$ cat src/tesf_pkg.sv
// Contract
// - the brake flag is set when the brake input shows its active level and holds until software clears it.
// - the commutation flag is set whenever a commutation event updates the channel output enable and mode fields.
// - in output mode channel 1 flag is set on a compare match, except in centre-aligned counting.
// - in input mode channel 1 flag is set when a capture loads capture register 1.
// - in input mode channel 1 flag is cleared by a software clear or by a read of capture register 1.
// - channels 2, 3 and 4 have the same event flags at status bits 2, 3 and 4.
// - the update flag is set whenever an update event is generated and holds until software clears it.
// - with update disable at 0, a repetition counter overflow or underflow generates an update event.
// - with update source select and update disable at 0, update generate or a software reinit generates an update.
// - with update source select and update disable at 0, a trigger reinit of the counter generates an update.
package tesf_pkg;

  // ----------------------------------------
  // register map
  // ----------------------------------------
  localparam logic [7:0]  STATUS_ADDR  = 8'h00;
  localparam logic [7:0]  ENABLE_ADDR  = 8'h04;
  localparam logic [7:0]  CLEAR_ADDR   = 8'h08;
  localparam logic [7:0]  CONTROL_ADDR = 8'h0c;
  localparam logic [7:0]  SWEVENT_ADDR = 8'h10;

  // ----------------------------------------
  // field positions
  // ----------------------------------------
  localparam int          UPD_BIT      = 0;
  localparam int          CH1_BIT      = 1;
  localparam int          COM_BIT      = 5;
  localparam int          TRG_BIT      = 6;
  localparam int          BRK_BIT      = 7;
  localparam int          UPDATE_DISABLE_BIT     = 0;
  localparam int          URS_BIT      = 1;
  localparam int          GATED_BIT    = 2;
  localparam int          CENTER_BIT   = 3;
  localparam int          TRGPOL_BIT   = 4;
  localparam int          BRKPOL_BIT   = 5;
  localparam int          CHIN_LSB     = 8;
  localparam int          UG_BIT       = 0;
  localparam int          REINIT_BIT   = 1;

  localparam logic [15:0] STATUS_RST   = 16'h0000;
  localparam logic [15:0] FLAG_MASK    = 16'h00ff;
  localparam logic [15:0] CONTROL_RST  = 16'h0000;
  localparam logic [1:0]  RESP_OKAY    = 2'h0;
  localparam logic [1:0]  RESP_SLVERR  = 2'h2;

  // ----------------------------------------
  // carriers
  // ----------------------------------------
  typedef struct packed {
    logic       brake;
    logic       trigger;
    logic       com_update;
    logic [3:0] cmp_match;
    logic [3:0] capture;
    logic [3:0] capture_read;
    logic       rep_wrap;
    logic       trig_reinit;
  } tesf_evt_t;

  typedef struct packed {
    logic [15:0] status;
    logic [15:0] enable;
    logic [15:0] control;
    logic [2:0]  brk_sync;
    logic [2:0]  trg_sync;
    logic        irq;
    logic        awready;
    logic        wready;
    logic        bvalid;
    logic [1:0]  bresp;
    logic        arready;
    logic        rvalid;
    logic [31:0] rdata;
    logic [1:0]  rresp;
    logic        have_aw;
    logic        have_w;
    logic [7:0]  aw_addr;
    logic [31:0] w_data;
    logic [3:0]  w_strb;
  } tesf_state_t;

endpackage : tesf_pkg

$ cat src/tesf_flags.sv
module tesf_flags (
  input  wire logic               aclk,
  input  wire logic               aresetn,
  input  wire logic               brake_in,
  input  wire logic               trigger_input,
  input  wire tesf_pkg::tesf_evt_t evt,
  output logic                    irq,
  output logic                    update_event,
  output logic [3:0]              chan_input_mode,
  input  wire logic [7:0]         s_axi_awaddr,
  input  wire logic               s_axi_awvalid,
  output logic                    s_axi_awready,
  input  wire logic [31:0]        s_axi_wdata,
  input  wire logic [3:0]         s_axi_wstrb,
  input  wire logic               s_axi_wvalid,
  output logic                    s_axi_wready,
  output logic [1:0]              s_axi_bresp,
  output logic                    s_axi_bvalid,
  input  wire logic               s_axi_bready,
  input  wire logic [7:0]         s_axi_araddr,
  input  wire logic               s_axi_arvalid,
  output logic                    s_axi_arready,
  output logic [31:0]             s_axi_rdata,
  output logic [1:0]              s_axi_rresp,
  output logic                    s_axi_rvalid,
  input  wire logic               s_axi_rready
);

  tesf_pkg::tesf_state_t s_r;
  tesf_pkg::tesf_state_t s_nxt;
  logic                  upd_r;
  logic                  update_nxt_hold;

  // ----------------------------------------
  // byte-lane merge
  // ----------------------------------------
  function automatic logic [15:0] merge16(input logic [15:0] old, input logic [31:0] d, input logic [3:0] st);
    logic [15:0] r;
    r = old;
    if (st[0]) begin
      r[7:0] = d[7:0];
    end
    if (st[1]) begin
      r[15:8] = d[15:8];
    end
    return r;
  endfunction : merge16

  // ----------------------------------------
  // state update
  // ----------------------------------------
  always_comb begin
    logic        wr_go;
    logic        rd_go;
    logic        update_disable;
    logic        update_source_select;
    logic        brk_lvl;
    logic        trg_now;
    logic        trg_prev;
    logic        trg_edge;
    logic        ug;
    logic        sw_reinit;
    logic        upd;
    logic [15:0] set_v;
    logic [15:0] clr_v;
    logic [15:0] wmask;
    s_nxt     = s_r;
    wr_go     = 1'b0;
    rd_go     = 1'b0;
    ug        = 1'b0;
    sw_reinit = 1'b0;
    set_v     = 16'h0000;
    clr_v     = 16'h0000;
    wmask     = 16'h0000;
    brk_lvl   = 1'b0;
    trg_now   = 1'b0;
    trg_prev  = 1'b0;
    trg_edge  = 1'b0;
    upd       = 1'b0;
    update_disable      = s_r.control[tesf_pkg::UPDATE_DISABLE_BIT];
    update_source_select       = s_r.control[tesf_pkg::URS_BIT];
    s_nxt.brk_sync = {s_r.brk_sync[1:0], brake_in};
    s_nxt.trg_sync = {s_r.trg_sync[1:0], trigger_input};
    brk_lvl   = s_r.brk_sync[1] ^ ~s_r.control[tesf_pkg::BRKPOL_BIT];
    trg_now   = s_r.trg_sync[1] ^ s_r.control[tesf_pkg::TRGPOL_BIT];
    trg_prev  = s_r.trg_sync[2] ^ s_r.control[tesf_pkg::TRGPOL_BIT];
    if (s_r.control[tesf_pkg::GATED_BIT]) begin
      trg_edge = trg_now ^ trg_prev;
    end else begin
      trg_edge = trg_now & ~trg_prev;
    end
    // write channel
    s_nxt.awready = 1'b0;
    s_nxt.wready  = 1'b0;
    if (s_axi_awvalid && !s_r.have_aw && !s_r.awready && !s_r.bvalid) begin
      s_nxt.awready = 1'b1;
      s_nxt.have_aw = 1'b1;
      s_nxt.aw_addr = s_axi_awaddr;
    end
    if (s_axi_wvalid && !s_r.have_w && !s_r.wready && !s_r.bvalid) begin
      s_nxt.wready = 1'b1;
      s_nxt.have_w = 1'b1;
      s_nxt.w_data = s_axi_wdata;
      s_nxt.w_strb = s_axi_wstrb;
    end
    if (s_r.have_aw && s_r.have_w && !s_r.bvalid) begin
      wr_go         = 1'b1;
      s_nxt.have_aw = 1'b0;
      s_nxt.have_w  = 1'b0;
      s_nxt.bvalid  = 1'b1;
      s_nxt.bresp   = tesf_pkg::RESP_OKAY;
      wmask = merge16(16'h0000, 32'hffffffff, s_r.w_strb) & tesf_pkg::FLAG_MASK;
      if (s_r.aw_addr == tesf_pkg::STATUS_ADDR) begin
        clr_v = wmask & ~s_r.w_data[15:0];
      end else if (s_r.aw_addr == tesf_pkg::CLEAR_ADDR) begin
        clr_v = wmask & s_r.w_data[15:0];
      end else if (s_r.aw_addr == tesf_pkg::ENABLE_ADDR) begin
        s_nxt.enable = merge16(s_r.enable, s_r.w_data, s_r.w_strb) & tesf_pkg::FLAG_MASK;
      end else if (s_r.aw_addr == tesf_pkg::CONTROL_ADDR) begin
        s_nxt.control = merge16(s_r.control, s_r.w_data, s_r.w_strb);
      end else if (s_r.aw_addr == tesf_pkg::SWEVENT_ADDR) begin
        ug        = s_r.w_strb[0] & s_r.w_data[tesf_pkg::UG_BIT];
        sw_reinit = s_r.w_strb[0] & s_r.w_data[tesf_pkg::REINIT_BIT];
      end else begin
        s_nxt.bresp = tesf_pkg::RESP_SLVERR;
      end
    end
    if (s_r.bvalid && s_axi_bready) begin
      s_nxt.bvalid = 1'b0;
    end
    // read channel
    s_nxt.arready = 1'b0;
    if (s_axi_arvalid && !s_r.arready && !s_r.rvalid) begin
      rd_go         = 1'b1;
      s_nxt.arready = 1'b1;
      s_nxt.rvalid  = 1'b1;
      s_nxt.rresp   = tesf_pkg::RESP_OKAY;
      s_nxt.rdata   = 32'h00000000;
      if (s_axi_araddr == tesf_pkg::STATUS_ADDR) begin
        s_nxt.rdata[15:0] = s_r.status;
      end else if (s_axi_araddr == tesf_pkg::ENABLE_ADDR) begin
        s_nxt.rdata[15:0] = s_r.enable;
      end else if (s_axi_araddr == tesf_pkg::CLEAR_ADDR) begin
        s_nxt.rdata = 32'h00000000;
      end else if (s_axi_araddr == tesf_pkg::CONTROL_ADDR) begin
        s_nxt.rdata[15:0] = s_r.control;
      end else if (s_axi_araddr == tesf_pkg::SWEVENT_ADDR) begin
        s_nxt.rdata = 32'h00000000;
      end else begin
        s_nxt.rresp = tesf_pkg::RESP_SLVERR;
      end
    end
    if (s_r.rvalid && s_axi_rready) begin
      s_nxt.rvalid = 1'b0;
    end
    // update event sources
    upd = (~update_disable & evt.rep_wrap)
        | (~update_disable & ~update_source_select & (ug | sw_reinit))
        | (~update_disable & ~update_source_select & evt.trig_reinit);
    // set sources
    set_v[tesf_pkg::BRK_BIT] = brk_lvl;
    set_v[tesf_pkg::TRG_BIT] = trg_edge | evt.trigger;
    set_v[tesf_pkg::COM_BIT] = evt.com_update;
    set_v[tesf_pkg::UPD_BIT] = upd;
    for (int i = 0; i < 4; i++) begin
      if (s_r.control[tesf_pkg::CHIN_LSB + i]) begin
        set_v[tesf_pkg::CH1_BIT + i] = evt.capture[i];
        clr_v[tesf_pkg::CH1_BIT + i] = clr_v[tesf_pkg::CH1_BIT + i] | evt.capture_read[i];
      end else begin
        set_v[tesf_pkg::CH1_BIT + i] = evt.cmp_match[i] & ~s_r.control[tesf_pkg::CENTER_BIT];
      end
    end
    // set wins over clear
    s_nxt.status = ((s_r.status & ~clr_v) | set_v) & tesf_pkg::FLAG_MASK;
    s_nxt.irq    = |(s_nxt.status & s_r.enable);
    if (wr_go || rd_go) begin
      s_nxt.irq = |(s_nxt.status & s_nxt.enable);
    end
    update_nxt_hold = upd;
  end

  always_ff @(posedge aclk) begin
    if (!aresetn) begin
      s_r         <= '0;
      // idle level of the active-low brake pin, no false brake after reset
      s_r.brk_sync <= 3'h7;
      s_r.status  <= tesf_pkg::STATUS_RST;
      s_r.control <= tesf_pkg::CONTROL_RST;
      upd_r       <= 1'b0;
    end else begin
      s_r   <= s_nxt;
      upd_r <= update_nxt_hold;
    end
  end

  // ----------------------------------------
  // outputs
  // ----------------------------------------
  assign irq             = s_r.irq;
  assign update_event    = upd_r;
  assign chan_input_mode = s_r.control[tesf_pkg::CHIN_LSB +: 4];
  assign s_axi_awready   = s_r.awready;
  assign s_axi_wready    = s_r.wready;
  assign s_axi_bvalid    = s_r.bvalid;
  assign s_axi_bresp     = s_r.bresp;
  assign s_axi_arready   = s_r.arready;
  assign s_axi_rvalid    = s_r.rvalid;
  assign s_axi_rdata     = s_r.rdata;
  assign s_axi_rresp     = s_r.rresp;

endmodule : tesf_flags

$ cat config.mk
export PLATFORM = sky130hd
export DESIGN_NAME = tesf_flags
export DESIGN_NICKNAME = d
export VERILOG_FILES = /design/src/tesf_pkg.sv /design/src/tesf_flags.sv
export SDC_FILE = /design/constraint.sdc
export NUM_CORES = 1
export LEC_CHECK = 0
export BUFFER_PORTS_ARGS = -buffer_cell sky130_fd_sc_hd__buf_2
export CAP_MARGIN = 30
export CORE_ASPECT_RATIO = 0.75
export CORE_MARGIN = 2
export CORE_UTILIZATION = 29
export CTS_CLUSTER_SIZE = 16
export DETAILED_ROUTE_END_ITERATION = 10
export GPL_ROUTABILITY_DRIVEN = 0
export SLEW_MARGIN = 20
export SYNTH_ARGS = -nofsm -noshare
export SYNTH_HDL_FRONTEND = slang
export SYNTH_SLANG_ARGS = --single-unit
$ cat constraint.sdc
create_clock -name aclk -period 3.6 [get_ports aclk]
set_input_delay 0.18 -clock aclk [delete_from_list [all_inputs] [get_ports aclk]]
set_output_delay 0.18 -clock aclk [all_outputs]
set_load 0.02 [all_outputs]
=== After elaboration in Yosys (flattened, before gate mapping) ===
Index checks and enable logic that the tools add are counted.

* Register bits: 118
* Word-level logic and storage cells: 154

* Equal/unequal tests: 8
* Bitwise gates (word level): 40
* Reductions and logical operators: 29
* Mux-type cells: 56

{| class="wikitable"
|+ Operators with widths
! kind !! number
|-
| $mux W16 || 8
|-
| $mux W32 || 3
|-
| $mux W8 || 8
|-
| $mux W36 || 1
|-
| $and A8 B16 Y16 || 2
|-
| $eq A8 B4 Y1 const B || 4
|-
| $reduce_or A16 Y1 || 2
|-
| $mux W1 || 26
|-
| $and A8 B8 Y8 || 3
|-
| $mux W2 || 10
|-
| $eq A8 B3 Y1 const B || 2
|-
| $eq A8 B5 Y1 const B || 2
|-
| $logic_not A8 Y1 || 2
|-
| $not A8 Y8 || 2
|-
| $logic_and A1 B1 Y1 || 12
|-
| $reduce_and A6 Y1 || 2
|-
| $and A1 B1 Y1 || 11
|-
| $not A1 Y1 || 9
|-
| $or A1 B1 Y1 || 8
|-
| $or A8 B8 Y8 || 1
|-
| $logic_not A1 Y1 || 7
|-
| $reduce_or A2 Y1 || 3
|-
| $xor A1 B1 Y1 || 4
|-
| $logic_or A1 B1 Y1 || 1
|}

=== Longest topological paths before layout ===
* Depth after elaboration: 15
* Gate-level depth with buffers: 8
* Mapped depth without buffers: 8

=== Least setup slack after synthesis ===
OpenSTA, ideal clock, no wires.

* Path type: register to register
* From: register s_r[40] (netlist bit)
* To: register s_r, in the netlist irq
* Data arrival time: 2324 ps
* Library setup time: 120 ps
* Cell stages (with the launch flop): 7
* Data required time: 3480 ps
* Setup slack: 1157 ps
* Cell sequence: dfxtp_1 or4_4 nor4_4 mux2_2 a22oi_1 o2111ai_2 o31a_1

* Word-level cells in the longest chain between the ends: 15
* Elaborated cells between the ends (all ways): 44
* Those cells by class: eq/ne: 4; mux: 24; bitwise: 13; reduce/logical: 3

{| class="wikitable"
|+ Ends and longest elaborated chain
! item !! RTL line !! text
|-
| from (decl) || tesf_flags.sv:29 || <nowiki>tesf_pkg::tesf_state_t s_r;</nowiki>
|-
| from (signal assigned) || tesf_flags.sv:191 || <nowiki>s_r <= s_nxt;</nowiki>
|-
| $eq A8 B5 Y1 || tesf_flags.sv:121 || <nowiki>end else if (s_r.aw_addr == tesf_pkg::SWEVENT_ADDR) begin</nowiki>
|-
| $mux W1 || tesf_flags.sv:121 ||
|-
| $mux W1 || tesf_flags.sv:119 || <nowiki>end else if (s_r.aw_addr == tesf_pkg::CONTROL_ADDR) begin</nowiki>
|-
| $mux W1 || tesf_flags.sv:117 || <nowiki>end else if (s_r.aw_addr == tesf_pkg::ENABLE_ADDR) begin</nowiki>
|-
| $mux W1 || tesf_flags.sv:115 || <nowiki>end else if (s_r.aw_addr == tesf_pkg::CLEAR_ADDR) begin</nowiki>
|-
| $mux W1 || tesf_flags.sv:113 || <nowiki>if (s_r.aw_addr == tesf_pkg::STATUS_ADDR) begin</nowiki>
|-
| $mux W1 || tesf_flags.sv:106 || <nowiki>if (s_r.have_aw && s_r.have_w && !s_r.bvalid) begin</nowiki>
|-
| $or A1 B1 Y1 || tesf_flags.sv:158 || <nowiki>| (~update_disable & ~update_source_select & (ug | sw_reinit))</nowiki>
|-
| $and A1 B1 Y1 || tesf_flags.sv:158 ||
|-
| $or A1 B1 Y1 || tesf_flags.sv:158 ||
|-
| $or A1 B1 Y1 || tesf_flags.sv:159 || <nowiki>| (~update_disable & ~update_source_select & evt.trig_reinit);</nowiki>
|-
| $or A8 B8 Y8 || tesf_flags.sv:174 || <nowiki>s_nxt.status = ((s_r.status & ~clr_v) | set_v) & tesf_pkg::FLAG_MASK;</nowiki>
|-
| $and A8 B16 Y16 (on tied branches) || tesf_flags.sv:175, tesf_flags.sv:177 ||
|-
| $reduce_or A16 Y1 (on tied branches) || tesf_flags.sv:175, tesf_flags.sv:177 ||
|-
| $mux W1 (*) || tesf_flags.sv:176 || <nowiki>if (wr_go || rd_go) begin</nowiki>
|}

Every way passes the cells marked *; elsewhere a longest branch is shown, timed or not.
A chain may end at the register's enable or synchronous reset.

=== Final worst setup path ===
Same ends and word-level chain as after synthesis.

==> results by group <==
Route
  – Pre-antenna DRT Iters: 5
  – Met2 wire length: 4460 um
  – Total Wirelength: 10800 um
  – DR vias: 3412
  – Met1 WL: 5510 um
  – Top sig layer: met4
  – Vias per inst: 4.74
  – Drt wl/cell: 15.0 um
  – Final ANT Viol Nets: 0
  – WL met3: 720 um
  – DRC: 0
  – Detailed Route Iter0 Violations: 146

Timing
  – Max-slew headroom: 0.394
  – Final setup fails: 0
  – RSZ-0062 raised after global routing: no
  – Clock skew: 0.00840 ns
  – WHS: 0.0201 ns
  – Hold Fails Final Rpt: 0
  – Post-layout min period: 2.75 ns
  – Max frequency: 363 MHz
  – Fin. max-slew vios: 0
  – Worst-Margin Slew: 0.908 ns
  – Setup TNS Final: 0 ns
  – Fin crit share: 0.764

Worst setup path
  – Reg2Reg Setup Slack: 0.85 ns
  – CP arrival: 2.99 ns
  – Critical Path Start Type: flop
  – CP Max Fanout: 9
  – Critical path type: flop to flop
  – Critical R2R Launch: s_r[40]
  – Critical Path Sink Type: flop
  – CP required: 3.84 ns
  – Cells on worst reg2reg path: 6
  – Critical path origin: s_r[40]

CTS
  – CTS clk-pin slew, worst paths: 0.07 ns
  – Clock sinks: 90
  – Skew-Pair Late Insertion Delay: 0.35 ns
  – Total CTS buffers: 9
  – Setup Fix Bufs, Post-CTS: 0
  – CTS Hold Bufs: 0
  – CTS resizes: 0
  – Root Driver: clkbuf_16
  – H-tree depth: 3
  – Clock buffer depth: 2
  – CTS tree: done

Power and ir drop
  – Leakage power: 2.07 nW
  – Overall Power: 2.26 mW
  – Pwr/cell area: 474 mW/mm^2
  – Peak supply drop: 0.000218 V

Layout
  – Share of cells above drive strength 1: 0.233
  – Area grow syn2layout: 15.1%
  – Final Cell Area: 0.00477 mm^2
  – Final core utilization: 0.344
  – Final net count: 619
  – Inserted Diodes: 0

Outcome
  – Outcome: finished, final reports clean

Hold path
  – WHS Path Cells: 2
  – Hold Startpoint: brake_in
  – HP Class: input pin to flop

Placed design
  – DP Wirelength: 8230 um
  – Area after DPL: 0.00447 mm^2
  – # port buffers: 87

Logic synthesis
  – Share of synthesized flip-flops with an asynchronous set or reset: 0
  – Synth warnings: 0
  – Gate Count Post-Synth: 481
  – FF+latch count, synth: 90
  – Top FF cell, synth: dfxtp_1
  – Yosys cell types: 60
  – Number of flops mapped to enable cells by yosys: 0
  – Post-synthesis sequential area ratio: 0.435
  – Synth Cell Area: 0.00414 mm^2
  – Synthesized area per cell: 8.61 um^2

Global routing
  – Largest net degree at the start of global routing: 52
  – GRT overflow: 0
  – Vias in the first global route: 3254
  – First-pass GRT wire length: 16900 um
  – Total track usage: 0.144
  – Initial antenna violation count: 0

Floorplan
  – Ports: 125
  – Core Area: 0.0138 mm^2
  – Die X: 142 um
  – DIE AREA: 0.0153 mm^2
  – Die Ht: 107 um
  – Starting Density: 0.299
  – Row cnt: 37

Flow run
  – Max Cap Violations: 0
-- cell usage in the layout, fill, tap and decap left out, drive strengths merged, types with 10 or more instances in the layout --
cell type / Yosys / layout
dfxtp: 90 / 90
a21oi: 46 / 46
nor2: 53 / 53
mux2i: 29 / 29
a22oi: 10 / 10
inv: 4 / 10
conb: 1 / 18
o21ai: 16 / 16
buf: 43 / 93
nand3: 10 / 10
nand2: 77 / 77
-- sequential cells by signal (all words and copies together), names as in the netlist, 4 cells and up --
register and cells:
chan_input_mode 4, s_nxt 4, s_axi_rdata 16, s_r 57
-- synthesized netlist by cell type (all sizes together), types with 3 or more instances --
cell type	count	area (um^2)
nand2	77	289
nand3	10	50.1
clkbuf	18	77.6
mux2i	29	290
nor3	5	25.0
a21oi	46	230
and3	4	25.0
inv	4	15.0
nand2b	5	31.3
nor4	3	33.8
o21ai	16	80.1
nand4	4	25.0
and2	9	56.3
a22oi	10	75.1
xnor2	9	78.8
dfxtp	90	1800
nor2	53	199
a22o	3	27.5
buf	43	320
-- area by class of cell --
type / count / area (um^2)
clock buffer: 9 / 225
clock inverter: 7 / 67.6
fill: 1399 / 9070
inverter: 5 / 18.8
multi-input combinational: 341 / 1950
sequential: 90 / 1800
tap: 175 / 219
timing repair buffer: 93 / 480
-- power by group --
group	internal, mW	leakage, nW	total, mW	switching [mW]
sequential	1.04	0.734	1.08	0.0409
clock	0.489	0.142	0.932	0.443
combinational	0.0982	1.20	0.251	0.152
total	1.62	2.07	2.26	0.636
-- critical path, stage by stage (launching register included) --
cell       delay, ns
dfxtp_1         0.33
or4_4           0.57
nor4_4          0.68
mux2_2          0.42
a22oi_1         0.23
o2111ai_2       0.17
o31a_1          0.25
-- layer usage --
layer / track usage / vias to the layer above
li1: - / 1716
met1: 0.204 / 1577
met2: 0.215 / 106
met3: 0.0423 / 13
met4: 0.0329 / 0
met5: 0 / -
-- path summary, 6_finish.rpt --
kind | to
worst max-delay path | irq
worst min-delay path | s_nxt[92]
worst min register to register | s_nxt[93]
worst max register to register | irq
-- metrics by stage --
stage	setup WS, ns	cells
after floorplan	1.16	498
after global placement	0.900	704
after detailed placement	0.870	704
after CTS	0.849	720
after global routing	0.671	720
final	0.849	720
-- kinds of logic (layout without fill, tap and decap cells) --
kind of cell    after synthesis  after routing  synth area share
buf+inv                      67            114             0.108
fa+ha+maj                     1              1           0.00302
other cells                   1             18          0.000905
mux                          31             31            0.0755
xor+xnor                     11             11            0.0233
flops                        90             90             0.435
compound gates               91             91             0.135
simple gates                189            189             0.219
Power figures use the tool's default switching activity.
